===== config.mk =====
export PLATFORM = sky130hd
export DESIGN_NAME = ohc_list_sched_ctrl
export DESIGN_NICKNAME = d
export VERILOG_FILES = /design/src/logic/ohc_pkg.sv /design/src/logic/ohc_list_sched_ctrl.sv
export SDC_FILE = /design/constraint.sdc
export NUM_CORES = 1
export LEC_CHECK = 0
export ABC_CLOCK_PERIOD_IN_PS = 3200
export BUFFER_PORTS_ARGS = -buffer_cell sky130_fd_sc_hd__clkbuf_2
export CORE_MARGIN = 4
export CORE_UTILIZATION = 45
export CTS_BUF_LIST = sky130_fd_sc_hd__clkbuf_4 sky130_fd_sc_hd__clkbuf_8 sky130_fd_sc_hd__clkbuf_16
export DETAILED_ROUTE_END_ITERATION = 16
export HOLD_SLACK_MARGIN = 0.08
export PLACE_DENSITY_LB_ADDON = 0.25
export SYNTH_ARGS = -nofsm -noshare
export SYNTH_HDL_FRONTEND = slang
export SYNTH_SLANG_ARGS = --single-unit
export TNS_END_PERCENT = 20

===== constraint.sdc =====
create_clock -name clk -period 3.2 [get_ports clk]
set_clock_uncertainty 0.05 [all_clocks]
set_input_delay 0.48 -clock clk [delete_from_list [all_inputs] [get_ports clk]]
set_output_delay 0.48 -clock clk [all_outputs]
set_load 0.01 [all_outputs]

===== src/logic/ohc_pkg.sv =====
package ohc_pkg;

	localparam logic [7:0] OHC_CTRL_OFS = 8'h04;
	localparam int OHC_FS_LSB = 6;
	localparam int OHC_BLE_BIT = 5;
	localparam int OHC_CLE_BIT = 4;
	localparam int OHC_IE_BIT = 3;
	localparam int OHC_PLE_BIT = 2;
	localparam int OHC_RATIO_LSB = 0;
	localparam int OHC_MISC_LSB = 8;
	localparam logic [31:0] OHC_CTRL_RESET = 32'h00000000;
	localparam logic [31:0] OHC_CTRL_WMASK = 32'h000007FF;

	localparam int OHC_CLK_MHZ = 125;
	localparam int OHC_SOF_DELAY_US = 1000;
	localparam int OHC_FRAME_US = 1000;
	localparam int OHC_SOF_DELAY_CYC = OHC_SOF_DELAY_US * OHC_CLK_MHZ;
	localparam int OHC_FRAME_CYC = OHC_FRAME_US * OHC_CLK_MHZ;
	localparam int OHC_RH_RST_CYC = 16;
	localparam int OHC_CNT_W = 17;

	typedef enum logic [1:0] {
		OHC_FS_IN_RESET = 2'b00,
		OHC_FS_RESUMING = 2'b01,
		OHC_FS_RUNNING = 2'b10,
		OHC_FS_SUSPENDED = 2'b11
	} ohc_fstate_t;

	typedef struct packed {
		logic per;
		logic iso;
		logic ctrl;
		logic bulk;
	} ohc_en_t;

endpackage


===== src/logic/ohc_list_sched_ctrl.sv =====
// How it works
// State field 7:6, reset 00b, resume 01b
// Frame tokens start 1 ms after operational
// Set frame-start flag when tokens begin
// Hardware changes state only from suspend
// Suspend moves to resume on downstream resume
// Software reset leaves state at suspend
// Hardware reset: reset state, hub, port reset
// Bulk enable bit 5, sampled per frame
// Driver advances bulk pointer before re-enable
// Control enable bit 4, sampled per frame
// Driver advances control pointer before re-enable
// Isochronous descriptor with bit 3 clear halts periodic
// Isochronous enable acts from next frame
// Periodic enable bit 2, sampled at frame start
// Bits 1:0 select 1..4 control per bulk
// Compare ratio with served count before pick
// Served count kept across frames
// Driver restores ratio after any reset
// No list processing outside operational
`timescale 1ns/1ps
`default_nettype none
module ohc_list_sched_ctrl #(
	parameter int SOF_DELAY_CYC = ohc_pkg::OHC_SOF_DELAY_CYC,
	parameter int FRAME_CYC = ohc_pkg::OHC_FRAME_CYC
) (
	input wire logic clk,
	input wire logic rstn,
	input wire logic sw_reset,
	input wire logic reg_wr,
	input wire logic reg_rd,
	input wire logic [7:0] reg_addr,
	input wire logic [31:0] reg_wdata,
	output logic [31:0] reg_rdata,
	output logic reg_rd_ack,
	input wire logic resume_detect,
	input wire logic frame_start_flag_clr,
	output logic frame_start_flag,
	output logic sof_pulse,
	output ohc_pkg::ohc_fstate_t functional_state,
	output ohc_pkg::ohc_en_t frame_en,
	input wire logic iso_ed_hit,
	output logic periodic_halt,
	input wire logic np_req,
	input wire logic ctrl_avail,
	input wire logic bulk_avail,
	output logic pick_ack,
	output logic pick_ctrl,
	output logic pick_bulk,
	output logic root_hub_rst,
	output logic port_rst
);

	logic rst_s1_reg, rst_n;
	logic res_s1_reg, res_s2_reg;

	always_ff @(posedge clk or negedge rstn) begin
		if (!rstn) begin
			rst_s1_reg <= 1'b0;
			rst_n <= 1'b0;
			res_s1_reg <= 1'b0;
			res_s2_reg <= 1'b0;
		end else begin
			rst_s1_reg <= 1'b1;
			rst_n <= rst_s1_reg;
			res_s1_reg <= resume_detect;
			res_s2_reg <= res_s1_reg;
		end
	end

	// Control register and functional state
	logic [31:0] ctrl_reg, ctrl_next;
	logic [31:0] rdata_reg, rdata_next;
	logic rd_ack_reg, rd_ack_next;
	ohc_pkg::ohc_fstate_t fs_reg, fs_next;
	logic wr_hit;

	assign wr_hit = reg_wr && reg_addr == ohc_pkg::OHC_CTRL_OFS;

	always_comb begin
		ctrl_next = ctrl_reg;
		fs_next = fs_reg;
		if (sw_reset) begin
			ctrl_next = ohc_pkg::OHC_CTRL_RESET;
			fs_next = ohc_pkg::OHC_FS_SUSPENDED;
		end else if (wr_hit) begin
			ctrl_next = reg_wdata & ohc_pkg::OHC_CTRL_WMASK;
			fs_next = ohc_pkg::ohc_fstate_t'(reg_wdata[ohc_pkg::OHC_FS_LSB +: 2]);
		end else if (fs_reg == ohc_pkg::OHC_FS_SUSPENDED && res_s2_reg) begin
			// Only autonomous change the state ever makes
			fs_next = ohc_pkg::OHC_FS_RESUMING;
		end
		rdata_next = 32'h00000000;
		if (reg_rd && reg_addr == ohc_pkg::OHC_CTRL_OFS) begin
			rdata_next = ctrl_reg;
			rdata_next[ohc_pkg::OHC_FS_LSB +: 2] = fs_reg;
		end
		rd_ack_next = reg_rd;
	end

	always_ff @(posedge clk or negedge rstn) begin
		if (!rstn) begin
			ctrl_reg <= ohc_pkg::OHC_CTRL_RESET;
			fs_reg <= ohc_pkg::OHC_FS_IN_RESET;
			rdata_reg <= 32'h00000000;
			rd_ack_reg <= 1'b0;
		end else if (!rst_n) begin
			ctrl_reg <= ohc_pkg::OHC_CTRL_RESET;
			fs_reg <= ohc_pkg::OHC_FS_IN_RESET;
			rdata_reg <= 32'h00000000;
			rd_ack_reg <= 1'b0;
		end else begin
			ctrl_reg <= ctrl_next;
			fs_reg <= fs_next;
			rdata_reg <= rdata_next;
			rd_ack_reg <= rd_ack_next;
		end
	end

	// Root hub reset then downstream reset signalling
	logic [4:0] rh_cnt_reg, rh_cnt_next;
	logic rh_rst_reg, rh_rst_next, port_rst_reg, port_rst_next;

	always_comb begin
		rh_cnt_next = rh_cnt_reg;
		rh_rst_next = 1'b0;
		if (rh_cnt_reg != 5'h00) begin
			rh_cnt_next = rh_cnt_reg - 5'h01;
			rh_rst_next = 1'b1;
		end
		port_rst_next = !rh_rst_next && fs_next == ohc_pkg::OHC_FS_IN_RESET;
	end

	always_ff @(posedge clk or negedge rstn) begin
		if (!rstn) begin
			rh_cnt_reg <= 5'(ohc_pkg::OHC_RH_RST_CYC);
			rh_rst_reg <= 1'b1;
			port_rst_reg <= 1'b0;
		end else if (!rst_n) begin
			rh_cnt_reg <= 5'(ohc_pkg::OHC_RH_RST_CYC);
			rh_rst_reg <= 1'b1;
			port_rst_reg <= 1'b0;
		end else begin
			rh_cnt_reg <= rh_cnt_next;
			rh_rst_reg <= rh_rst_next;
			port_rst_reg <= port_rst_next;
		end
	end

	// Frame timing
	logic [ohc_pkg::OHC_CNT_W-1:0] tmr_reg, tmr_next;
	logic sof_on_reg, sof_on_next, sof_reg, sof_next, sf_reg, sf_next;
	logic running;

	assign running = fs_reg == ohc_pkg::OHC_FS_RUNNING;

	always_comb begin
		tmr_next = tmr_reg;
		sof_on_next = sof_on_reg;
		sof_next = 1'b0;
		if (!running) begin
			sof_on_next = 1'b0;
			tmr_next = ohc_pkg::OHC_CNT_W'(SOF_DELAY_CYC - 1);
		end else if (tmr_reg != '0) begin
			tmr_next = tmr_reg - 1'b1;
		end else begin
			// Delay count on entry, frame count afterwards
			sof_next = 1'b1;
			sof_on_next = 1'b1;
			tmr_next = ohc_pkg::OHC_CNT_W'(FRAME_CYC - 1);
		end
		// A set in the clearing cycle wins
		sf_next = (sf_reg && !frame_start_flag_clr) || sof_next;
	end

	always_ff @(posedge clk or negedge rstn) begin
		if (!rstn) begin
			tmr_reg <= '0;
			sof_on_reg <= 1'b0;
			sof_reg <= 1'b0;
			sf_reg <= 1'b0;
		end else if (!rst_n) begin
			tmr_reg <= '0;
			sof_on_reg <= 1'b0;
			sof_reg <= 1'b0;
			sf_reg <= 1'b0;
		end else begin
			tmr_reg <= tmr_next;
			sof_on_reg <= sof_on_next;
			sof_reg <= sof_next;
			sf_reg <= sf_next;
		end
	end

	// Per-frame enables and schedule picks
	ohc_pkg::ohc_en_t en_reg, en_next;
	logic halt_reg, halt_next;
	logic [2:0] cnt_reg, cnt_next;
	logic ack_reg, ack_next, pc_reg, pc_next, pb_reg, pb_next;
	logic ctrl_ok, bulk_ok;

	assign ctrl_ok = en_reg.ctrl && ctrl_avail && running;
	assign bulk_ok = en_reg.bulk && bulk_avail && running;

	always_comb begin
		en_next = en_reg;
		halt_next = halt_reg;
		if (!running) begin
			en_next = '0;
		end else if (sof_next) begin
			// While running, enables only move on a frame edge
			en_next.per = ctrl_next[ohc_pkg::OHC_PLE_BIT];
			en_next.iso = ctrl_next[ohc_pkg::OHC_IE_BIT];
			en_next.ctrl = ctrl_next[ohc_pkg::OHC_CLE_BIT];
			en_next.bulk = ctrl_next[ohc_pkg::OHC_BLE_BIT];
			halt_next = 1'b0;
		end else if (iso_ed_hit && en_reg.per && !en_reg.iso) begin
			halt_next = 1'b1;
		end
		cnt_next = cnt_reg;
		ack_next = np_req;
		pc_next = 1'b0;
		pb_next = 1'b0;
		if (np_req) begin
			if (ctrl_ok && (!bulk_ok || cnt_reg <= {1'b0, ctrl_reg[1:0]})) begin
				pc_next = 1'b1;
				cnt_next = cnt_reg + 3'h1;
			end else if (bulk_ok) begin
				pb_next = 1'b1;
				cnt_next = 3'h0;
			end
		end
	end

	always_ff @(posedge clk or negedge rstn) begin
		if (!rstn) begin
			en_reg <= '0;
			halt_reg <= 1'b0;
			cnt_reg <= 3'h0;
			ack_reg <= 1'b0;
			pc_reg <= 1'b0;
			pb_reg <= 1'b0;
		end else if (!rst_n) begin
			en_reg <= '0;
			halt_reg <= 1'b0;
			cnt_reg <= 3'h0;
			ack_reg <= 1'b0;
			pc_reg <= 1'b0;
			pb_reg <= 1'b0;
		end else begin
			en_reg <= en_next;
			halt_reg <= halt_next;
			cnt_reg <= cnt_next;
			ack_reg <= ack_next;
			pc_reg <= pc_next;
			pb_reg <= pb_next;
		end
	end

	assign reg_rdata = rdata_reg;
	assign reg_rd_ack = rd_ack_reg;
	assign frame_start_flag = sf_reg;
	assign sof_pulse = sof_reg;
	assign functional_state = fs_reg;
	assign frame_en = en_reg;
	assign periodic_halt = halt_reg;
	assign pick_ack = ack_reg;
	assign pick_ctrl = pc_reg;
	assign pick_bulk = pb_reg;
	assign root_hub_rst = rh_rst_reg;
	assign port_rst = port_rst_reg;
endmodule
`default_nettype wire


==> results.py, run 1 <==
metrics = {
    "timing": {
        "worst_slack_ns": 0.745,
        "max-slew-margin-rel_pct": 47.0,
        "rsz0062_at_grt": "no",
        "fin_hold_ws_ns": 0.163,
        "finalCritPeriodShare_pct": 76.7,
        "setup_viol": 0,
        "slew_viol_final": 0,
        "worst_pin_slew_ns": 0.794,
        "timing.setup.tns_ns": 0,
        "fin_crit_ns": 2.45,
        "max_freq_ghz": 0.407,
        "timing.final.hold_violations": 0,
    },
    "clocking": {
        "holdBufCountCts": 0,
        "clockRootBuffer": "clkbuf_8",
        "worst_skew_pair.late_latency_ns": 0.34,
        "cts_setup_buffers": 0,
        "cts_inserted_buffers": 9,
        "clk_pin_slew_worst_paths_ns": 0.07,
        "postCtsResizedCells": 0,
        "cts.htree.levels": 3,
        "clock_path_buffers": 2,
        "cts_sinks": 65,
        "cts_tree": "built",
    },
    "worst_setup_path": {
        "r2r_slack_ns": 0.75,
        "crit_type": "reg -> reg",
        "startpoint_type": "flop",
        "worstPathRequired_ns": 3.40,
        "path_max_fanout": 12,
        "cp.arrival_ns": 2.66,
        "r2r-end": "tmr_reg[16]",
        "endpoint_kind": "flop",
        "r2r_cells": 5,
        "reg2reg_from": "tmr_reg[5]",
    },
    "worst_hold_path": {
        "hold_path_class": "in -> async",
    },
    "placed_design": {
        "post-dp-hpwl_um": 4160,
        "io_buffers": 76,
        "gp_congestion": 0.768,
        "dp_slack_ns": 0.724,
    },
    "detailed_routing": {
        "wire_per_inst_um": 13.7,
        "drc_errors": 0,
        "via_per_inst": 4.97,
        "dr.pass1.iters": 4,
        "ant_nets": 0,
        "routed_wirelength_um": 5740,
        "initialDrtViolationCount": 61,
        "vias": 2082,
    },
    "power_and_ir_drop": {
        "power_mw": 1.95,
        "powerDensity_nw_per_um2": 557,
        "p_leak_nw": 1.81,
        "irDropWorstVdd_uv": 331,
    },
    "logic_synthesis": {
        "async_flop_share_pct": 100,
        "synthCells": 272,
        "synth_seq_cells": 65,
        "synthesis.area_um2": 2950,
        "synth.yosys.seq_area_share_pct": 55.3,
        "ys.flop_type": "dfrtp_1",
        "syn_nets": 330,
        "syn_avg_cell_area_um2": 10.8,
        "synth-edff-count": 0,
        "synthDistinctLibCells": 40,
        "synth_warnings": 0,
    },
    "global_routing": {
        "grt_pass1_vias": 1971,
        "grt_use_total_pct": 15.5,
        "antenna_found_initial": 0,
        "grt_overflow_total": 0,
        "grt_pass1_wl_um": 9150,
        "grt_max_degree": 34,
    },
    "layout": {
        "nets": 395,
        "utilization_pct": 55.2,
        "drive_gt1_share_pct": 31.3,
        "insertedDiodeCount": 0,
        "syn_to_final_growth_pct": 19.0,
        "largest_reg_flops": 17,
    },
    "die": {
        "core_area_um2": 6350,
        "die_w_um": 88.9,
        "die_h_um": 88.9,
        "start_util_pct": 46.4,
        "rows": 29,
        "io_pins": 98,
        "dieArea_um2": 7900,
    },
    "job": {
        "drv_cap": 0,
    },
    "status": {
        "outcome": "finished, final reports clean",
    },
}
[layer usage]
layer / wire [um] / track usage, %
met1: 2650 / 21.2
met2: 2620 / 22.9
met3: 410 / 4.61
met4: 59 / 6.59
met5: 0 / 0
[cells in the mapped netlist, types with 3 or more instances]
master	n	share of area, %
dfrtp_1	63	54
nor2_1	30	3.8
buf_4	21	5.4
a21oi_1	15	2.5
nand2_1	15	1.9
nor3_1	14	2.4
and2_1	13	2.8
inv_1	10	1.3
xnor2_1	10	3.0
mux2i_1	9	3.1
ha_1	7	3.0
o21ai_0	7	1.2
nor4_1	6	1.3
clkbuf_1	4	0.51
nand3_1	4	0.68
nand4_1	4	0.85
nor2b_1	4	0.85
o211a_1	4	1.4
xor2_1	4	1.2
nor4b_1	3	0.89
[cells in the final DEF (no fill, tap or decap), types with 7 or more instances in the layout]
master    instances
nor2_1           30
o21ai_0           7
inv_1            10
mux2i_1           9
and2_1           13
xnor2_1          10
clkbuf_8         11
a21oi_1          15
dfrtp_1          63
clkbuf_2         76
nor3_1           14
nand2_1          15
ha_1              7
[logic make-up after synthesis]
logic type | count (synthesis) | share of synthesized area, %
simple gates | 105 | 19.4
flops | 65 | 55.3
buf+inv | 36 | 7.26
compound gates | 32 | 6.84
xor+xnor | 14 | 4.16
mux | 11 | 3.82
fa+ha+maj | 7 | 2.97
other cells | 2 | 0.255
[metrics by stage]
step	cells	cell area (um2)
floorplan	272	2950
global placement	403	3280
detailed placement	403	3280
CTS	419	3500
global route	419	3500
finish	419	3500
[power by group]
group	switching, mW	total [mW]	internal, mW
clock network	0.305	0.784	0.478
logic	0.147	0.257	0.110
registers	0.0417	0.912	0.870
total	0.494	1.95	1.46
[how the worst max path moves through the flow]
| stage | slack [ns] | cells past startpoint | end | startpoint |
|---|---|---|---|---|
| final | 0.75 | 5 | tmr_reg[16] | tmr_reg[5] |
| after global routing | 0.57 | 5 | tmr_reg[6] | tmr_reg[5] |
| after CTS | 0.72 | 5 | tmr_reg[16] | tmr_reg[5] |
| after detailed placement | 0.72 | 5 | tmr_reg[16] | tmr_reg[5] |
| after global placement | 0.77 | 5 | tmr_reg[6] | tmr_reg[5] |
| after floorplan | 1.11 | 6 | frame_en[1] | tmr_reg[5] |
[layout make-up]
cell class              count  area [um2]
inverters                  10        37.5
fillers                   556        2850
flip-flops and latches     65        1630
well taps                  77        96.3
clock inverters             5        77.6
clock buffers              11         151
multi-input cells         171        1100
repair buffers             80         410
[critical path, cell delays in order, from the launching register on]
cell and delay (ns):
dfrtp_1 0.42, or4_4 0.58, or4_4 0.49, nor2_2 0.38
nor2_1 0.25, a21oi_1 0.21
Power figures use the tool's default switching activity.
==> run 2: changes to the inputs <==
--- a/config.mk
+++ b/config.mk
@@ -5,7 +5,7 @@
 export SDC_FILE = /design/constraint.sdc
 export NUM_CORES = 1
 export LEC_CHECK = 0
-export ABC_CLOCK_PERIOD_IN_PS = 3200
+export ABC_CLOCK_PERIOD_IN_PS = 2100
 export BUFFER_PORTS_ARGS = -buffer_cell sky130_fd_sc_hd__clkbuf_2
 export CORE_MARGIN = 4
 export CORE_UTILIZATION = 45
==> constraint.sdc (replaced) <==
create_clock -name clk -period 2.1 [get_ports clk]
set_clock_uncertainty 0.05 [all_clocks]
set_input_delay 0.315 -clock clk [delete_from_list [all_inputs] [get_ports clk]]
set_output_delay 0.315 -clock clk [all_outputs]
set_load 0.01 [all_outputs]
==> results.py, run 2 (synthesis gave the netlist of run 1 again) <==
metrics = {
    "detailed_routing": {
        "route.met2.wl_um": 2940,
        "vias": 2150,
        "drc_errors": 0,
        "wl_met3_um": 486,
        "highest_layer": "met4",
        "m1WireLength_um": 2610,
        "wire_per_inst_um": 14.0,
        "initialDrtViolationCount": 99,
        "ant_nets": 0,
        "via_per_inst": 4.94,
        "dr.pass1.iters": 4,
        "routed_wirelength_um": 6090,
    },
    "status": {
        "outcome": "finished, violations left",
        "violations": "negative setup slack",
    },
    "worst_setup_path": {
        "path_max_fanout": 3,
        "max_stage_delay_ns": 0.54,
        "r2r-end": "tmr_reg[15]",
        "worstPathRequired_ns": 2.28,
        "startpoint_type": "flop",
        "r2r_slack_ns": -0.02,
        "endpoint": "tmr_reg[15]",
        "crit_type": "reg -> reg",
        "cp_num_cells": 6,
        "r2r_cells": 6,
        "critical_path_buf_inv_count": 1,
        "cp_top_family": "simple AND/OR/NAND/NOR gates",
        "worstPathCellList": "or4_4 > or4_4 > buf_6 > nor2_2 > nor4_1 > nor4_1",
        "worst_path_max_delay_cell": "or4_4",
        "endpoint_kind": "flop",
        "reg2reg_from": "tmr_reg[5]",
        "cp.arrival_ns": 2.31,
        "critPathLaunch": "tmr_reg[5]",
    },
    "clocking": {
        "clk_pin_slew_worst_paths_ns": 0.07,
        "worst_skew_pair.late_latency_ns": 0.34,
        "clock_path_buffers": 2,
        "cts_inserted_buffers": 9,
        "cts_tree": "built",
        "clockRootBuffer": "clkbuf_8",
        "cts_setup_buffers": 0,
        "cts_sinks": 65,
        "cts.htree.levels": 3,
    },
    "global_routing": {
        "grt_max_degree": 33,
        "grt_use_total_pct": 16.8,
        "grt_overflow_total": 0,
        "antenna_found_initial": 0,
        "grt_pass1_vias": 2179,
        "grt_pass1_wl_um": 10100,
    },
    "layout": {
        "syn_to_final_growth_pct": 24.7,
        "final_cell_mix": "clkbuf_2 (76), dfrtp_1 (63), nor2_1 (28)",
        "final_common_cell": "clkbuf_2",
        "fin_cells": 435,
        "insertedDiodeCount": 0,
        "multi_input_area_um2": 1120,
        "drive_gt1_share_pct": 34.6,
        "ff_latch_area_um2": 1630,
        "n_fill_cell": 525,
        "utilization_pct": 57.8,
        "largest_reg_flops": 17,
        "nets": 411,
    },
    "die": {
        "die_w_um": 88.9,
        "core_area_um2": 6350,
        "io_pins": 98,
        "start_util_pct": 46.4,
        "die_h_um": 88.9,
        "dieArea_um2": 7900,
        "rows": 29,
    },
    "placed_design": {
        "io_buffers": 76,
        "gp_congestion": 0.818,
        "place_inst": 417,
        "post-dp-hpwl_um": 4480,
    },
    "timing": {
        "fin_crit_ns": 2.12,
        "slew_viol_final": 0,
        "timing.final.hold_violations": 0,
        "max-slew-margin-rel_pct": 63.3,
        "worst_pin_slew_ns": 0.551,
        "rsz0062_at_grt": "yes",
        "worst_slack_ns": -0.0228,
        "max_freq_ghz": 0.471,
        "finalCritPeriodShare_pct": 101,
        "timing.setup.tns_ns": -0.0398,
        "setup_viol": 2,
    },
    "worst_hold_path": {
        "hold_path_class": "in -> reg",
    },
    "job": {
        "drv_cap": 0,
    },
    "power_and_ir_drop": {
        "irDropWorstVdd_uv": 496,
        "powerDensity_nw_per_um2": 825,
        "p_leak_nw": 1.90,
    },
}
[run 2: cell count changes in the layout (fill, tap and decap cells not counted), moves of 2 or more]
cell and delta:
nor2_1 -2, buf_4 +10, buf_6 +3, o21ai_0 -4, dlygate4sd3_1 +2, o21ai_1 +4
[run 2: area by class of cell]
| cell class | count | share of cell area (%) |
|---|---|---|
| Multi-Input combinational cell | 171 | 30.5 |
| Tap cell | 77 | 2.62 |
| Clock inverter | 5 | 2.11 |
| Inverter | 10 | 1.02 |
| Clock buffer | 11 | 4.12 |
| Timing Repair Buffer | 96 | 15.2 |
| Sequential cell | 65 | 44.4 |
[run 2: where the power goes]
| group | internal, mW | total [mW] | switching (mW) | leakage [nW] |
|---|---|---|---|---|
| sequential | 1.33 | 1.39 | 0.0608 | 0.862 |
| combinational | 0.196 | 0.438 | 0.242 | 0.918 |
| clock | 0.729 | 1.21 | 0.478 | 0.115 |
| total | 2.25 | 3.03 | 0.781 | 1.90 |
[run 2: through the flow]
stage	instance area [um2]	setup WS, ns	hold WS (ns)	total power, mW
floorplan	2950	0.00690	-0.0306	1.70
global placement	3390	-0.0145	0.278	1.83
detailed placement	3390	-0.0857	0.279	1.84
CTS	3670	-0.0348	0.138	3.06
global route	3670	-0.111	0.159	3.20
finish	3670	-0.0228	0.156	3.03
[run 2: what timing repair did]
action | 4_1_cts | 5_1_grt
endpoints found under the hold margin | 20 | 0
gates resized for setup | 6 | 6
endpoints found under the setup margin | 8 | 24
pin swaps | 1 | 2
hold buffers | 2 | 0
[run 2: worst register-to-register path, delay by kind of cell, from the launching register on]
family,cells,cell delay [ns]
and+or+nand+nor,5,1.44
DFF,1,0.38
buffers and inverters,1,0.16
[run 2: per-layer routing]
metal | vias up | global-route usage, %
li1 | 1071 | -
met1 | 1009 | 21.7
met2 | 65 | 27.5
met3 | 5 | 4.52
met4 | 0 | 5.36
met5 | - | 0
[run 2: worst min-delay path by stage]
stage,from,end,slack [ns],cells after the start
2_1_floorplan,rstn,cnt_reg[0],-0.03,0
3_3_place_gp,rstn,reg_rdata[8],0.28,1
3_5_place_dp,rstn,reg_rdata[8],0.28,1
4_1_cts,bulk_avail,pick_bulk,0.14,3
5_1_grt,reg_wdata[1],ctrl_reg[1],0.16,3
6_report,ctrl_avail,pick_bulk,0.16,2
